==> config.mk <==
export PLATFORM = sky130hd
export DESIGN_NAME = bosdb_top
export DESIGN_NICKNAME = d
export VERILOG_FILES = /design/src/inc/bosdb_pkg.sv /design/src/design/bosdb_image.sv /design/src/design/bosdb_assemble.sv /design/src/design/bosdb_top.sv
export SDC_FILE = /design/constraint.sdc
export NUM_CORES = 1
export LEC_CHECK = 0
export BUFFER_PORTS_ARGS = -buffer_cell sky130_fd_sc_hd__buf_2
export CORE_UTILIZATION = 56
export CTS_CLUSTER_DIAMETER = 150
export DETAILED_ROUTE_END_ITERATION = 7
export PLACE_DENSITY = 0.78
export REMOVE_ABC_BUFFERS = 1
export SLEW_MARGIN = 20
export SYNTH_ARGS = -nofsm -noshare
export SYNTH_HDL_FRONTEND = slang
export SYNTH_SLANG_ARGS = --single-unit
==> constraint.sdc <==
create_clock -name clk -period 7.9 [get_ports clk]
set_clock_uncertainty 0.15 [all_clocks]
set_input_delay 0.79 -clock clk [delete_from_list [all_inputs] [get_ports clk]]
set_output_delay 0.79 -clock clk [all_outputs]
set_load 0.03 [all_outputs]
==> src/inc/bosdb_pkg.sv <==
// Constants shared by the object store descriptor builder and its helpers
package bosdb_pkg;

  // Descriptor image size and byte positions, in the order sent on the wire
  localparam int DESC_BYTES = 12;
  localparam int BYTE_HDR_LEN = 0;
  localparam int BYTE_HDR_TYPE = 1;
  localparam int BYTE_TOTLEN = 2;
  localparam int BYTE_NUMCAPS = 4;
  localparam int BYTE_EXT_LEN = 5;
  localparam int BYTE_EXT_TYPE = 6;
  localparam int BYTE_EXT_CAP = 7;
  localparam int BYTE_ATTR = 8;

  // Fixed and default field values
  localparam logic [7:0] HDR_LEN = 8'h05;
  localparam logic [7:0] HDR_TYPE = 8'h0F;
  localparam logic [15:0] TOTLEN_DEF = 16'h0016;
  localparam logic [7:0] NUMCAPS_DEF = 8'h02;
  localparam logic [7:0] EXT_LEN = 8'h07;
  localparam logic [7:0] EXT_TYPE = 8'h10;
  localparam logic [7:0] EXT_CAP = 8'h02;
  localparam logic [31:0] ATTR_DEF = 32'h0000_0006;

  // Image reset contents, byte 0 in the low bits
  localparam logic [95:0] IMAGE_DEF = {ATTR_DEF, EXT_CAP, EXT_TYPE, EXT_LEN, NUMCAPS_DEF,
                                       TOTLEN_DEF, HDR_TYPE, HDR_LEN};

  // Attribute bit positions
  localparam int ATTR_LPM_BIT = 1;
  localparam int ATTR_BESL_BIT = 2;
  localparam int ATTR_BASE_VALID_BIT = 3;
  localparam int ATTR_DEEP_VALID_BIT = 4;
  localparam int ATTR_BASE_LO = 8;
  localparam int ATTR_DEEP_LO = 12;
  localparam logic [31:0] ATTR_KEEP_MASK = 32'h0000_FF1E;

  // Register byte offsets on the control bus
  localparam logic [7:0] REG_CTRL = 8'h00;
  localparam logic [7:0] REG_STATUS = 8'h04;
  localparam logic [7:0] REG_TOTLEN = 8'h08;
  localparam logic [7:0] REG_NUMCAPS = 8'h0C;
  localparam logic [7:0] REG_ATTR = 8'h10;
  localparam logic [7:0] REG_ATTR_EFF = 8'h14;
  localparam logic [7:0] REG_REQCNT = 8'h18;

  // Control and status fields
  localparam int CTRL_ENABLE_BIT = 0;
  localparam int CTRL_DEFAULTS_BIT = 1;
  localparam logic CTRL_ENABLE_RST = 1'b1;
  localparam int STAT_MISMATCH_BIT = 0;
  localparam int STAT_BUSY_BIT = 1;
  localparam int STAT_LOADED_BIT = 2;

  // Bus responses
  localparam logic [1:0] RESP_OKAY = 2'b00;
  localparam logic [1:0] RESP_SLVERR = 2'b10;

  // Descriptor streamer states
  typedef enum logic [1:0] {
    BOSDB_ST_IDLE = 2'b01,
    BOSDB_ST_SEND = 2'b10
  } bosdb_state_t;

endpackage

==> src/design/bosdb_image.sv <==
// Byte-wide storage of the descriptor configuration image
`timescale 1ns/1ps
module bosdb_image #(
  parameter int NBYTES = bosdb_pkg::DESC_BYTES
) (
  input wire logic clk,                          // Core clock
  input wire logic reset,                        // Asynchronous reset, active high
  input wire logic restore,                      // Reload every byte with its default
  input wire logic [NBYTES-1:0] wr_en,           // Per-byte write enable
  input wire logic [NBYTES*8-1:0] wr_data,       // Per-byte write data
  output logic [NBYTES*8-1:0] image              // Stored image, byte 0 low
);

  logic [NBYTES*8-1:0] image_r;
  logic [NBYTES*8-1:0] image_nxt;

  // One entry per byte; a restore beats a same-cycle write
  genvar g;
  generate
    for (g = 0; g < NBYTES; g++) begin : g_byte
      always_comb begin
        image_nxt[g*8 +: 8] = image_r[g*8 +: 8];
        if (restore) begin
          image_nxt[g*8 +: 8] = bosdb_pkg::IMAGE_DEF[g*8 +: 8];
        end else if (wr_en[g]) begin
          image_nxt[g*8 +: 8] = wr_data[g*8 +: 8];
        end
      end
    end
  endgenerate

  // Register the image
  always_ff @(posedge clk or posedge reset) begin
    if (reset) begin
      image_r <= bosdb_pkg::IMAGE_DEF;
    end else begin
      image_r <= image_nxt;
    end
  end

  assign image = image_r;

endmodule // bosdb_image

==> src/design/bosdb_assemble.sv <==
// Builds the sent descriptor bytes from the stored image
`timescale 1ns/1ps
module bosdb_assemble (
  input wire logic [95:0] image,                 // Stored image
  output logic [95:0] desc,                      // Descriptor as sent, byte 0 low
  output logic [31:0] attr_eff                   // Effective attribute map
);

  logic [31:0] attr_raw;

  // Attribute cleanup: reserved bits forced low, power bit forced high
  always_comb begin
    attr_raw = image[bosdb_pkg::BYTE_ATTR*8 +: 32];
    attr_eff = attr_raw & bosdb_pkg::ATTR_KEEP_MASK;
    // Latency codes and their valid flags pass as stored
    attr_eff[bosdb_pkg::ATTR_DEEP_LO +: 4] = attr_raw[bosdb_pkg::ATTR_DEEP_LO +: 4];
    attr_eff[bosdb_pkg::ATTR_BASE_LO +: 4] = attr_raw[bosdb_pkg::ATTR_BASE_LO +: 4];
    // Bit 2 needs bit 1, and bit 1 is always set on this device anyway
    attr_eff[bosdb_pkg::ATTR_LPM_BIT] = 1'b1;
  end

  // Fixed header and extension bytes override whatever the image holds
  always_comb begin
    desc = image;
    desc[bosdb_pkg::BYTE_HDR_LEN*8 +: 8] = bosdb_pkg::HDR_LEN;
    desc[bosdb_pkg::BYTE_HDR_TYPE*8 +: 8] = bosdb_pkg::HDR_TYPE;
    desc[bosdb_pkg::BYTE_EXT_LEN*8 +: 8] = bosdb_pkg::EXT_LEN;
    desc[bosdb_pkg::BYTE_EXT_TYPE*8 +: 8] = bosdb_pkg::EXT_TYPE;
    desc[bosdb_pkg::BYTE_EXT_CAP*8 +: 8] = bosdb_pkg::EXT_CAP;
    desc[bosdb_pkg::BYTE_ATTR*8 +: 32] = attr_eff;
  end

endmodule // bosdb_assemble

==> src/design/bosdb_top.sv <==
// Object store descriptor builder with control bus and byte streamer
//
// Chosen here: the placing of the registers and register access over AXI4-Lite.
`timescale 1ns/1ps
module bosdb_top (
  input wire logic clk,                          // Core clock, 40 MHz
  input wire logic reset,                        // Asynchronous reset, active high
  // Control bus
  input wire logic s_axi_awvalid,                // Write address valid
  output logic s_axi_awready,                    // Write address ready
  input wire logic [7:0] s_axi_awaddr,           // Write byte address
  input wire logic s_axi_wvalid,                 // Write data valid
  output logic s_axi_wready,                     // Write data ready
  input wire logic [31:0] s_axi_wdata,           // Write data
  input wire logic [3:0] s_axi_wstrb,            // Write byte strobes
  output logic s_axi_bvalid,                     // Write response valid
  input wire logic s_axi_bready,                 // Write response ready
  output logic [1:0] s_axi_bresp,                // Write response
  input wire logic s_axi_arvalid,                // Read address valid
  output logic s_axi_arready,                    // Read address ready
  input wire logic [7:0] s_axi_araddr,           // Read byte address
  output logic s_axi_rvalid,                     // Read data valid
  input wire logic s_axi_rready,                 // Read data ready
  output logic [31:0] s_axi_rdata,               // Read data
  output logic [1:0] s_axi_rresp,                // Read response
  // Configuration loader
  input wire logic cfg_ld_valid,                 // Image byte write strobe
  input wire logic [3:0] cfg_ld_idx,             // Image byte index
  input wire logic [7:0] cfg_ld_data,            // Image byte value
  input wire logic cfg_ld_done,                  // Loader finished, one-cycle pulse
  input wire logic cfg_link_power_capable_flag,  // Power-capable flag from the image
  // Descriptor request path
  input wire logic req_valid,                    // Descriptor read request, pulse
  input wire logic [15:0] req_len,               // Bytes the host asked for
  output logic tx_valid,                         // Descriptor byte valid
  input wire logic tx_ready,                     // Descriptor byte taken
  output logic [7:0] tx_data,                    // Descriptor byte
  output logic tx_last,                          // Last byte of this block's part
  output logic busy                              // Streaming in progress
);

  localparam int NB = bosdb_pkg::DESC_BYTES;
  localparam logic [3:0] LAST_IDX = 4'(NB - 1);

  // Image storage and assembled descriptor
  logic restore;
  logic [NB-1:0] img_wr_en;
  logic [NB*8-1:0] img_wr_data;
  logic [NB*8-1:0] image;
  logic [NB*8-1:0] desc;
  logic [31:0] attr_eff;

  // Bus slave state
  logic awhold_r, awhold_nxt;
  logic [7:0] awaddr_r, awaddr_nxt;
  logic whold_r, whold_nxt;
  logic [31:0] wdata_r, wdata_nxt;
  logic [3:0] wstrb_r, wstrb_nxt;
  logic bvalid_r, bvalid_nxt;
  logic [1:0] bresp_r, bresp_nxt;
  logic rvalid_r, rvalid_nxt;
  logic [31:0] rdata_r, rdata_nxt;
  logic [1:0] rresp_r, rresp_nxt;
  logic do_write;
  logic do_read;
  logic wr_hit;
  logic rd_hit;
  logic [31:0] rd_word;
  logic awready_r, awready_nxt;
  logic wready_r, wready_nxt;
  logic arready_r, arready_nxt;

  // Control and status state
  logic enable_r, enable_nxt;
  logic loaded_r, loaded_nxt;
  logic [31:0] reqcnt_r, reqcnt_nxt;

  // Streamer state
  bosdb_pkg::bosdb_state_t state_r, state_nxt;
  logic [3:0] idx_r, idx_nxt;
  logic [3:0] limit_r, limit_nxt;
  logic [NB*8-1:0] snap_r, snap_nxt;
  logic tx_valid_r, tx_valid_nxt;
  logic [7:0] tx_data_r, tx_data_nxt;
  logic tx_last_r, tx_last_nxt;
  logic [3:0] start_limit;

  bosdb_image #(
    .NBYTES(NB)
  ) u_image (
    .clk(clk),
    .reset(reset),
    .restore(restore),
    .wr_en(img_wr_en),
    .wr_data(img_wr_data),
    .image(image)
  );

  bosdb_assemble u_assemble (
    .image(image),
    .desc(desc),
    .attr_eff(attr_eff)
  );

  // Bus handshakes: address and data are taken in either order
  assign do_write = awhold_r && whold_r && !bvalid_r;
  assign do_read = s_axi_arvalid && !rvalid_r;

  always_comb begin
    awhold_nxt = awhold_r;
    awaddr_nxt = awaddr_r;
    whold_nxt = whold_r;
    wdata_nxt = wdata_r;
    wstrb_nxt = wstrb_r;
    bvalid_nxt = bvalid_r;
    bresp_nxt = bresp_r;
    if (s_axi_awvalid && !awhold_r) begin
      awhold_nxt = 1'b1;
      awaddr_nxt = s_axi_awaddr;
    end
    if (s_axi_wvalid && !whold_r) begin
      whold_nxt = 1'b1;
      wdata_nxt = s_axi_wdata;
      wstrb_nxt = s_axi_wstrb;
    end
    if (do_write) begin
      awhold_nxt = 1'b0;
      whold_nxt = 1'b0;
      bvalid_nxt = 1'b1;
      bresp_nxt = wr_hit ? bosdb_pkg::RESP_OKAY : bosdb_pkg::RESP_SLVERR;
    end else if (bvalid_r && s_axi_bready) begin
      bvalid_nxt = 1'b0;
    end
  end

  // Write decode; status, effective map and counter are read only
  always_comb begin
    case (awaddr_r)
      bosdb_pkg::REG_CTRL, bosdb_pkg::REG_TOTLEN, bosdb_pkg::REG_NUMCAPS,
      bosdb_pkg::REG_ATTR: wr_hit = 1'b1;
      default: wr_hit = 1'b0;
    endcase
  end

  // Image byte writes; the loader wins a same-byte collision with the bus
  always_comb begin
    img_wr_en = '0;
    img_wr_data = '0;
    if (do_write) begin
      case (awaddr_r)
        bosdb_pkg::REG_TOTLEN: begin
          img_wr_en[bosdb_pkg::BYTE_TOTLEN +: 2] = wstrb_r[1:0];
          img_wr_data[bosdb_pkg::BYTE_TOTLEN*8 +: 16] = wdata_r[15:0];
        end
        bosdb_pkg::REG_NUMCAPS: begin
          img_wr_en[bosdb_pkg::BYTE_NUMCAPS] = wstrb_r[0];
          img_wr_data[bosdb_pkg::BYTE_NUMCAPS*8 +: 8] = wdata_r[7:0];
        end
        bosdb_pkg::REG_ATTR: begin
          img_wr_en[bosdb_pkg::BYTE_ATTR +: 4] = wstrb_r;
          img_wr_data[bosdb_pkg::BYTE_ATTR*8 +: 32] = wdata_r;
        end
        default: begin
          img_wr_en = '0;
        end
      endcase
    end
    // Loader may write any byte, fixed ones included; those never reach the wire
    if (cfg_ld_valid && (cfg_ld_idx <= LAST_IDX)) begin
      img_wr_en[cfg_ld_idx] = 1'b1;
      img_wr_data[cfg_ld_idx*8 +: 8] = cfg_ld_data;
    end
  end

  // Defaults restore is a self-clearing control write
  assign restore = do_write && (awaddr_r == bosdb_pkg::REG_CTRL) && wstrb_r[0] &&
                   wdata_r[bosdb_pkg::CTRL_DEFAULTS_BIT];

  // Control enable and loader-done flag
  always_comb begin
    enable_nxt = enable_r;
    loaded_nxt = loaded_r;
    if (do_write && (awaddr_r == bosdb_pkg::REG_CTRL) && wstrb_r[0]) begin
      enable_nxt = wdata_r[bosdb_pkg::CTRL_ENABLE_BIT];
    end
    if (restore) begin
      loaded_nxt = 1'b0;
    end
    // A done pulse in the restore cycle still counts
    if (cfg_ld_done) begin
      loaded_nxt = 1'b1;
    end
  end

  // Read mux; the status mismatch shows a badly programmed image
  always_comb begin
    rd_word = '0;
    rd_hit = 1'b1;
    case (s_axi_araddr)
      bosdb_pkg::REG_CTRL: begin
        rd_word[bosdb_pkg::CTRL_ENABLE_BIT] = enable_r;
      end
      bosdb_pkg::REG_STATUS: begin
        rd_word[bosdb_pkg::STAT_MISMATCH_BIT] = cfg_link_power_capable_flag !=
          image[bosdb_pkg::BYTE_ATTR*8 + bosdb_pkg::ATTR_LPM_BIT];
        rd_word[bosdb_pkg::STAT_BUSY_BIT] = state_r == bosdb_pkg::BOSDB_ST_SEND;
        rd_word[bosdb_pkg::STAT_LOADED_BIT] = loaded_r;
      end
      bosdb_pkg::REG_TOTLEN: begin
        rd_word[15:0] = image[bosdb_pkg::BYTE_TOTLEN*8 +: 16];
      end
      bosdb_pkg::REG_NUMCAPS: begin
        rd_word[7:0] = image[bosdb_pkg::BYTE_NUMCAPS*8 +: 8];
      end
      bosdb_pkg::REG_ATTR: begin
        rd_word = image[bosdb_pkg::BYTE_ATTR*8 +: 32];
      end
      bosdb_pkg::REG_ATTR_EFF: begin
        rd_word = attr_eff;
      end
      bosdb_pkg::REG_REQCNT: begin
        rd_word = reqcnt_r;
      end
      default: begin
        rd_hit = 1'b0;
      end
    endcase
  end

  // Read channel: one read under way, answer one cycle after the address
  always_comb begin
    rvalid_nxt = rvalid_r;
    rdata_nxt = rdata_r;
    rresp_nxt = rresp_r;
    if (do_read) begin
      rvalid_nxt = 1'b1;
      rdata_nxt = rd_word;
      rresp_nxt = rd_hit ? bosdb_pkg::RESP_OKAY : bosdb_pkg::RESP_SLVERR;
    end else if (rvalid_r && s_axi_rready) begin
      rvalid_nxt = 1'b0;
    end
  end

  // Bytes sent for a request: the host's count capped at this block's part
  assign start_limit = (req_len >= 16'(NB)) ? 4'(NB) : req_len[3:0];

  // Streamer: snapshot at start so a loader write mid-stream cannot tear fields
  always_comb begin
    state_nxt = state_r;
    idx_nxt = idx_r;
    limit_nxt = limit_r;
    snap_nxt = snap_r;
    tx_valid_nxt = tx_valid_r;
    tx_data_nxt = tx_data_r;
    tx_last_nxt = tx_last_r;
    reqcnt_nxt = reqcnt_r;
    case (state_r)
      bosdb_pkg::BOSDB_ST_IDLE: begin
        if (req_valid && enable_r && (req_len != 16'h0000)) begin
          state_nxt = bosdb_pkg::BOSDB_ST_SEND;
          snap_nxt = desc;
          limit_nxt = start_limit;
          idx_nxt = 4'h0;
          tx_valid_nxt = 1'b1;
          tx_data_nxt = desc[7:0];
          tx_last_nxt = start_limit == 4'h1;
        end
      end
      bosdb_pkg::BOSDB_ST_SEND: begin
        if (tx_ready) begin
          if (tx_last_r) begin
            state_nxt = bosdb_pkg::BOSDB_ST_IDLE;
            tx_valid_nxt = 1'b0;
            tx_last_nxt = 1'b0;
            reqcnt_nxt = reqcnt_r + 32'h0000_0001;
          end else begin
            // Next byte in wire order, low byte of each field first
            idx_nxt = idx_r + 4'h1;
            tx_data_nxt = snap_r[(idx_r + 4'h1)*8 +: 8];
            tx_last_nxt = (idx_r + 4'h2) == limit_r;
          end
        end
      end
      default: begin
        state_nxt = bosdb_pkg::BOSDB_ST_IDLE;
        tx_valid_nxt = 1'b0;
        tx_last_nxt = 1'b0;
      end
    endcase
  end

  // Ready kept in its own flops so every bus output leaves a register, not an inverter
  assign awready_nxt = !awhold_nxt;
  assign wready_nxt = !whold_nxt;
  assign arready_nxt = !rvalid_nxt;

  // Register all state
  always_ff @(posedge clk or posedge reset) begin
    if (reset) begin
      awhold_r <= 1'b0;
      awaddr_r <= 8'h00;
      whold_r <= 1'b0;
      wdata_r <= 32'h0000_0000;
      wstrb_r <= 4'h0;
      bvalid_r <= 1'b0;
      bresp_r <= bosdb_pkg::RESP_OKAY;
      rvalid_r <= 1'b0;
      rdata_r <= 32'h0000_0000;
      rresp_r <= bosdb_pkg::RESP_OKAY;
      enable_r <= bosdb_pkg::CTRL_ENABLE_RST;
      loaded_r <= 1'b0;
      reqcnt_r <= 32'h0000_0000;
      state_r <= bosdb_pkg::BOSDB_ST_IDLE;
      idx_r <= 4'h0;
      limit_r <= 4'h0;
      snap_r <= bosdb_pkg::IMAGE_DEF;
      tx_valid_r <= 1'b0;
      tx_data_r <= 8'h00;
      tx_last_r <= 1'b0;
      awready_r <= 1'b1;
      wready_r <= 1'b1;
      arready_r <= 1'b1;
    end else begin
      awhold_r <= awhold_nxt;
      awaddr_r <= awaddr_nxt;
      whold_r <= whold_nxt;
      wdata_r <= wdata_nxt;
      wstrb_r <= wstrb_nxt;
      bvalid_r <= bvalid_nxt;
      bresp_r <= bresp_nxt;
      rvalid_r <= rvalid_nxt;
      rdata_r <= rdata_nxt;
      rresp_r <= rresp_nxt;
      enable_r <= enable_nxt;
      loaded_r <= loaded_nxt;
      reqcnt_r <= reqcnt_nxt;
      state_r <= state_nxt;
      idx_r <= idx_nxt;
      limit_r <= limit_nxt;
      snap_r <= snap_nxt;
      tx_valid_r <= tx_valid_nxt;
      tx_data_r <= tx_data_nxt;
      tx_last_r <= tx_last_nxt;
      awready_r <= awready_nxt;
      wready_r <= wready_nxt;
      arready_r <= arready_nxt;
    end
  end

  // All outputs straight from flops
  assign s_axi_awready = awready_r;
  assign s_axi_wready = wready_r;
  assign s_axi_bvalid = bvalid_r;
  assign s_axi_bresp = bresp_r;
  assign s_axi_arready = arready_r;
  assign s_axi_rvalid = rvalid_r;
  assign s_axi_rdata = rdata_r;
  assign s_axi_rresp = rresp_r;
  assign tx_valid = tx_valid_r;
  assign tx_data = tx_data_r;
  assign tx_last = tx_last_r;
  assign busy = tx_valid_r;

endmodule // bosdb_top

==> qor.csv, run 1 <==
metric;value;unit
irDropWorstVdd;0.209;mV
ant_nets;0;
htree_levels;1;
grt_pass1_wl;45.3;mm
fin_setup_tns;0;ps
worstPathMaxFanout;9;
postPlaceCellArea;11800;sq um
dp_hpwl;20.2;mm
clkTransAtPathRegs;60;ps
start_util;57.9;%
status;completed;
setup_violations;0;
synthFlopType;dfrtp_1;
cts_root_buffer;clkbuf_16;
grt_pass1_vias;8553;
io_pins;144;
place.gp.congestion;0.958;
drv_slew;0;
crit_chain;buf_2 -> inv_1 -> ha_1 -> nor2b_1 -> a211oi_4 -> nor2b_1 -> a221oi_1 -> nor2_1;
ys_warn_count;0;
drtPass1Iterations;8;
hold_violations;0;
die_area;20100;sq um
rsz0062_at_grt;false;
core-area;19000;sq um
area_growth;15.4;%
cts.sinks;229;
cts_buffer_depth;3;
via_per_inst;6.27;
p_leak;5.71;nW
fp.dieW;142;um
cts_made_buffers;24;
finalCriticalPeriod;2730;ps
fmax;366;MHz
synth_edf_count;0;
die_h;142;um
crit_path_top_delay_cell;nor2b_1;
final.period_utilization;34.6;%
maxCapViolCount;0;
vias;8780;
relSlewSlack;25.4;%
synth.avg_cell_area;11.0;sq um
cp.arrival;3030;ps
critical_path_class;in2reg;
port_buffers;141;
ys_ff_latch;229;
antenna_found_initial;0;
critPathCaptureType;flip-flop;
cts_resized;0;
yosysSeqAreaShare;52.4;%
async_reset_ff_share;100;%
required;8200;ps
insertion_delay;520;ps
drt_iter0_markers;804;
p_per_area;277;nW/um^2
syn_inst;998;
cpPeakStageDelay;610;ps
cp_common_cell;nor2b_1;
synth.distinct_cells;74;
grt_max_degree;110;
routed_wl;28.4;mm
drc;0;
netlist_area;11000;sq um
std_cell_rows;50;
tightest_slew;1110;ps
worst_slack;5170;ps
cts_tree;done;
pre_cts_slack;4720;ps
fin_nets;1228;
drive_above_1_share;27.5;%
ctsHoldBuffers;0;
hold_path_class;in2async;
design_area;12700;sq um
num_antenna_cells;0;
cts_setup_buffers;0;
overflow;0;
wl_per_cell;20.3;um
grt_usage;29.0;%
power;3.51;mW
start_kind;input pin;
-- layer usage --
metal | vias up | GRT usage (%) | routed length, um
li1 | 3941 | - | -
met5 | - | 0 | 0
met1 | 4304 | 39.8 | 12000
met2 | 440 | 45.6 | 13100
met3 | 95 | 5.05 | 2130
met4 | 0 | 12.5 | 1220
-- cells in the final DEF (no fill, tap or decap), types with 6 or more instances in the layout --
cell	synthesis	routed
dfrtp_1	213	213
buf_2	10	141
nor2_1	91	91
mux2_2	88	88
nand2_1	87	87
o21ai_0	40	40
a221oi_1	38	38
inv_1	26	25
clkbuf_16	0	25
a21oi_1	23	23
xnor2_1	22	22
nand3_1	20	20
nand4_1	20	20
a22oi_1	19	19
and3_1	17	17
o2bb2ai_1	16	16
xor2_1	16	16
dfstp_2	16	16
ha_1	13	13
nor3_1	12	12
nor2b_1	12	10
nand2b_1	9	9
o221ai_1	9	9
o21ai_1	9	9
o2bb2a_1	8	8
mux2i_1	8	8
a222oi_1	8	8
and2_1	7	7
nor4_1	7	7
a22o_1	6	6
o211ai_1	6	6
clkbuf_1	32	6
buf_4	3	6
-- state kept, by name (all words and copies together), names as in the netlist, 2 cells and up --
register,flops
awaddr_r,8
idx_r,4
limit_r,4
reqcnt_r,32
s_axi_rdata,32
snap_r,35
state_r,2
tx_data,8
u_image.image,56
wdata_r,32
wstrb_r,4
-- worst max-delay path: cells and delay by family --
kind,cells,cell delay [ps]
and+or+nand+nor,3,940
AOI/OAI and AO/OA,2,630
adders and majority gates,1,400
buffers and inverters,2,280
-- synth_stat cells (13+ instances only) --
cell,count,share of area [%]
dfrtp_1,213,49
ha_1,13,1.5
inv_1,26,0.89
a22oi_1,19,1.3
a21oi_1,23,1.0
o2bb2ai_1,16,1.3
clkbuf_1,32,1.1
nand4_1,20,1.1
nor2_1,91,3.1
and3_1,17,0.97
dfstp_2,16,3.8
mux2_2,88,9.0
o21ai_0,40,1.8
nand3_1,20,0.91
xnor2_1,22,1.8
xor2_1,16,1.3
nand2_1,87,3.0
a221oi_1,38,3.0
-- logic make-up after synthesis --
kind of cell	count (synthesis)	share of synthesized area, %
AO/OA/AOI/OAI	231	15.9
XOR/XNOR	38	3.03
adder cells (fa/ha/maj)	13	1.48
buffers and inverters	75	2.85
flip-flops	229	52.4
multiplexers	98	10.0
other	1	0.0342
AND/OR/NAND/NOR	313	14.3
-- worst paths after layout --
| path | start | to | slack (ps) | cells after the start |
|---|---|---|---|---|
| worst min register to register | tx_data[5] | tx_data[5] | 320 | 2 |
| worst max register to register | state_r[0] | reqcnt_r[28] | 5270 | 7 |
| min in group clk | s_axi_bready | s_axi_bvalid | 290 | 2 |
| max in group asynchronous | reset | snap_r[77] | 6050 | 3 |
| worst min-delay path | reset | wdata_r[3] | 240 | 2 |
| worst max-delay path | cfg_ld_idx[0] | u_image.image[26] | 5170 | 8 |
-- report_power, final --
part           switching [mW]  internal, mW  leakage, nW
logic                   0.392         0.301         2.39
clock network           0.461         0.691        0.399
registers               0.233          1.43         2.92
-- area by class of cell --
class                   instances  area (sq um)
clock buffers                  36           717
clock inverters                 8          92.6
fillers                      1461          6300
inverters                      26           105
multi-input cells             695          4920
flip-flops and latches        229          5750
well taps                     260           325
repair buffers                147           751
-- through the flow --
stage	utilization, %	hold WS [ps]	cells
6_report	66.8	238	1401
5_1_grt	66.8	290	1401
4_1_cts	66.8	291	1401
3_5_place_dp	62.5	310	1357
3_3_place_gp	62.5	307	1357
2_1_floorplan	-	292	950
No activity file was read; power rests on OpenSTA's default activity.
==> run 2: changes to the inputs <==
CORE_UTILIZATION = 52   (was 56)
PLACE_DENSITY = 0.76   (was 0.78)
clock period = 2.3 ns   (was 7.9 ns; I/O delays follow)
==> run 2 against run 1 <==
The flow now finishes with violations (negative setup slack). Total power grew to 3.5 times the previous value. Cell area is 9.4% higher. Hold slack worse by 220 ps. Critical path type is now reg2reg. Largest cell class unchanged. Largest power group unchanged.
==> qor.csv, run 2 (synthesis results as in run 1) <==
metric;value;unit
status;finished, violations left;
violations;negative setup slack;
cp.arrival;2600;ps
largest_reg_flops;56;
port_buffers;141;
crit_chain;nor4_4 -> buf_4 -> nand3_2 -> a211oi_2 -> o2bb2a_1 -> o2bb2ai_1;
use_met1;39.4;%
met2_usage;49.6;%
place.gp.congestion;0.954;
critPathCaptureType;flip-flop;
grt_pass1_wl;50.3;mm
maxCapViolCount;0;
fp.dieW;147;um
crit_path_top_delay_cell;a211oi_2;
gr-usage-met3;4.47;%
drive_above_1_share;29.8;%
core-area;20400;sq um
relSlewSlack;51.7;%
p_per_area;889;nW/um^2
worst_slack;-15.4;ps
pre_cts_slack;-5.17;ps
antenna_found_initial;0;
cts_root_buffer;clkbuf_16;
drtPass1Iterations;7;
htree_levels;1;
overflow;0;
path_delay_family;compound AO/OA/AOI/OAI gates;
worstPathBufferInverterCount;1;
finalCriticalPeriod;2320;ps
critical_path_class;reg2reg;
via_per_inst;6.03;
dpl.cell_count;1423;
drv_slew;0;
final_core_util;67.8;%
wl_per_cell;20.3;um
irDropWorstVdd;0.888;mV
mostFrequentLayoutCell;dfrtp_1;
grt_usage;29.5;%
die_area;21700;sq um
clkTransAtPathRegs;60;ps
area_growth;26.3;%
dp_hpwl;21.5;mm
num_antenna_cells;0;
cts_tree;done;
fmax;432;MHz
required;2590;ps
cts.sinks;229;
std_cell_rows;52;
finalNonFillerCells;1533;
start_util;53.7;%
die_h;147;um
cpPeakStageDelay;520;ps
mostFrequentLayoutCells;213 x dfrtp_1, 141 x buf_2, 91 x nor2_1, 88 x mux2_2, 87 x nand2_1;
routed_wl;31.2;mm
final.period_utilization;101;%
grt_max_degree;64;
hold_violations;0;
insertion_delay;520;ps
worstPathMaxFanout;9;
cts_buffer_depth;3;
hold_path_class;in2reg;
start_kind;flip-flop;
cts_made_buffers;24;
drt_iter0_markers;729;
rsz0062_at_grt;true;
p_leak;6.28;nW
fin_nets;1350;
vias;9249;
grt_pass1_vias;9326;
tightest_slew;721;ps
grt.busiest_layer;met2;
ant_nets;0;
setup_violations;1;
rrSetupSlack;-20;ps
io_pins;144;
drc;0;
[run 2: cell types whose count changed in the layout (fill, tap and decap cells not counted), moves of 2 or more]
cell	previous run	this run
dlygate4sd3_1	0	65
clkinvlp_4	1	3
buf_12	0	7
buf_4	6	56
clkinv_2	5	3
[run 2: tightest hold or removal path, stage by stage]
cell     delay [ps]
buf_2           110
nor3_1           90
nand4_1         100
a41oi_1         110
[run 2: repair_timing]
| action | CTS | global route |
|---|---|---|
| hold buffers | 65 | 0 |
| setup endpoints to repair | 0 | 31 |
| endpoints found under the hold margin | 145 | 0 |
| setup buffers | 0 | 1 |
| gates resized for setup | 0 | 4 |
[run 2: area by class of cell]
cell class | instances | area [sq um]
Clock inverter | 7 | 67.6
Tap cell | 270 | 338
Multi-Input combinational cell | 695 | 4940
Fill cell | 1571 | 6580
Clock buffer | 37 | 731
Inverter | 26 | 105
Sequential cell | 229 | 5750
Timing Repair Buffer | 269 | 1920
[run 2: worst paths after layout]
kind	start	endpoint	cells past startpoint
min in group asynchronous	reset	s_axi_rdata[6]	3
setup reg to reg	awaddr_r[0]	u_image.image[83]	6
setup / recovery	awaddr_r[0]	u_image.image[83]	6
hold / removal	s_axi_araddr[6]	s_axi_rdata[1]	4
hold reg to reg	s_axi_rdata[15]	s_axi_rdata[15]	2
max in group asynchronous	reset	snap_r[74]	5
[run 2: report_power, final]
group	leakage, nW	switching [mW]	internal [mW]
sequential	2.92	0.760	4.92
clock	0.385	1.60	2.30
combinational	2.98	1.49	1.24
[run 2: metal layers]
layer	vias to the layer above	part of all wire, %
li1	4194	-
met4	0	3.1
met3	84	6.4
met5	-	0
met2	391	49
met1	4580	42
[run 2: per-stage QoR]
step	hold WS [ps]	power, mW	instance area (sq um)	TNS, ps
floorplan	170	7.22	10800	-1010650
global placement	150	8.19	12400	0
detailed placement	155	8.31	12400	-5.17
CTS	11.4	12.3	13800	0
global route	46.8	12.9	13800	-942
finish	20.4	12.3	13800	-15.4
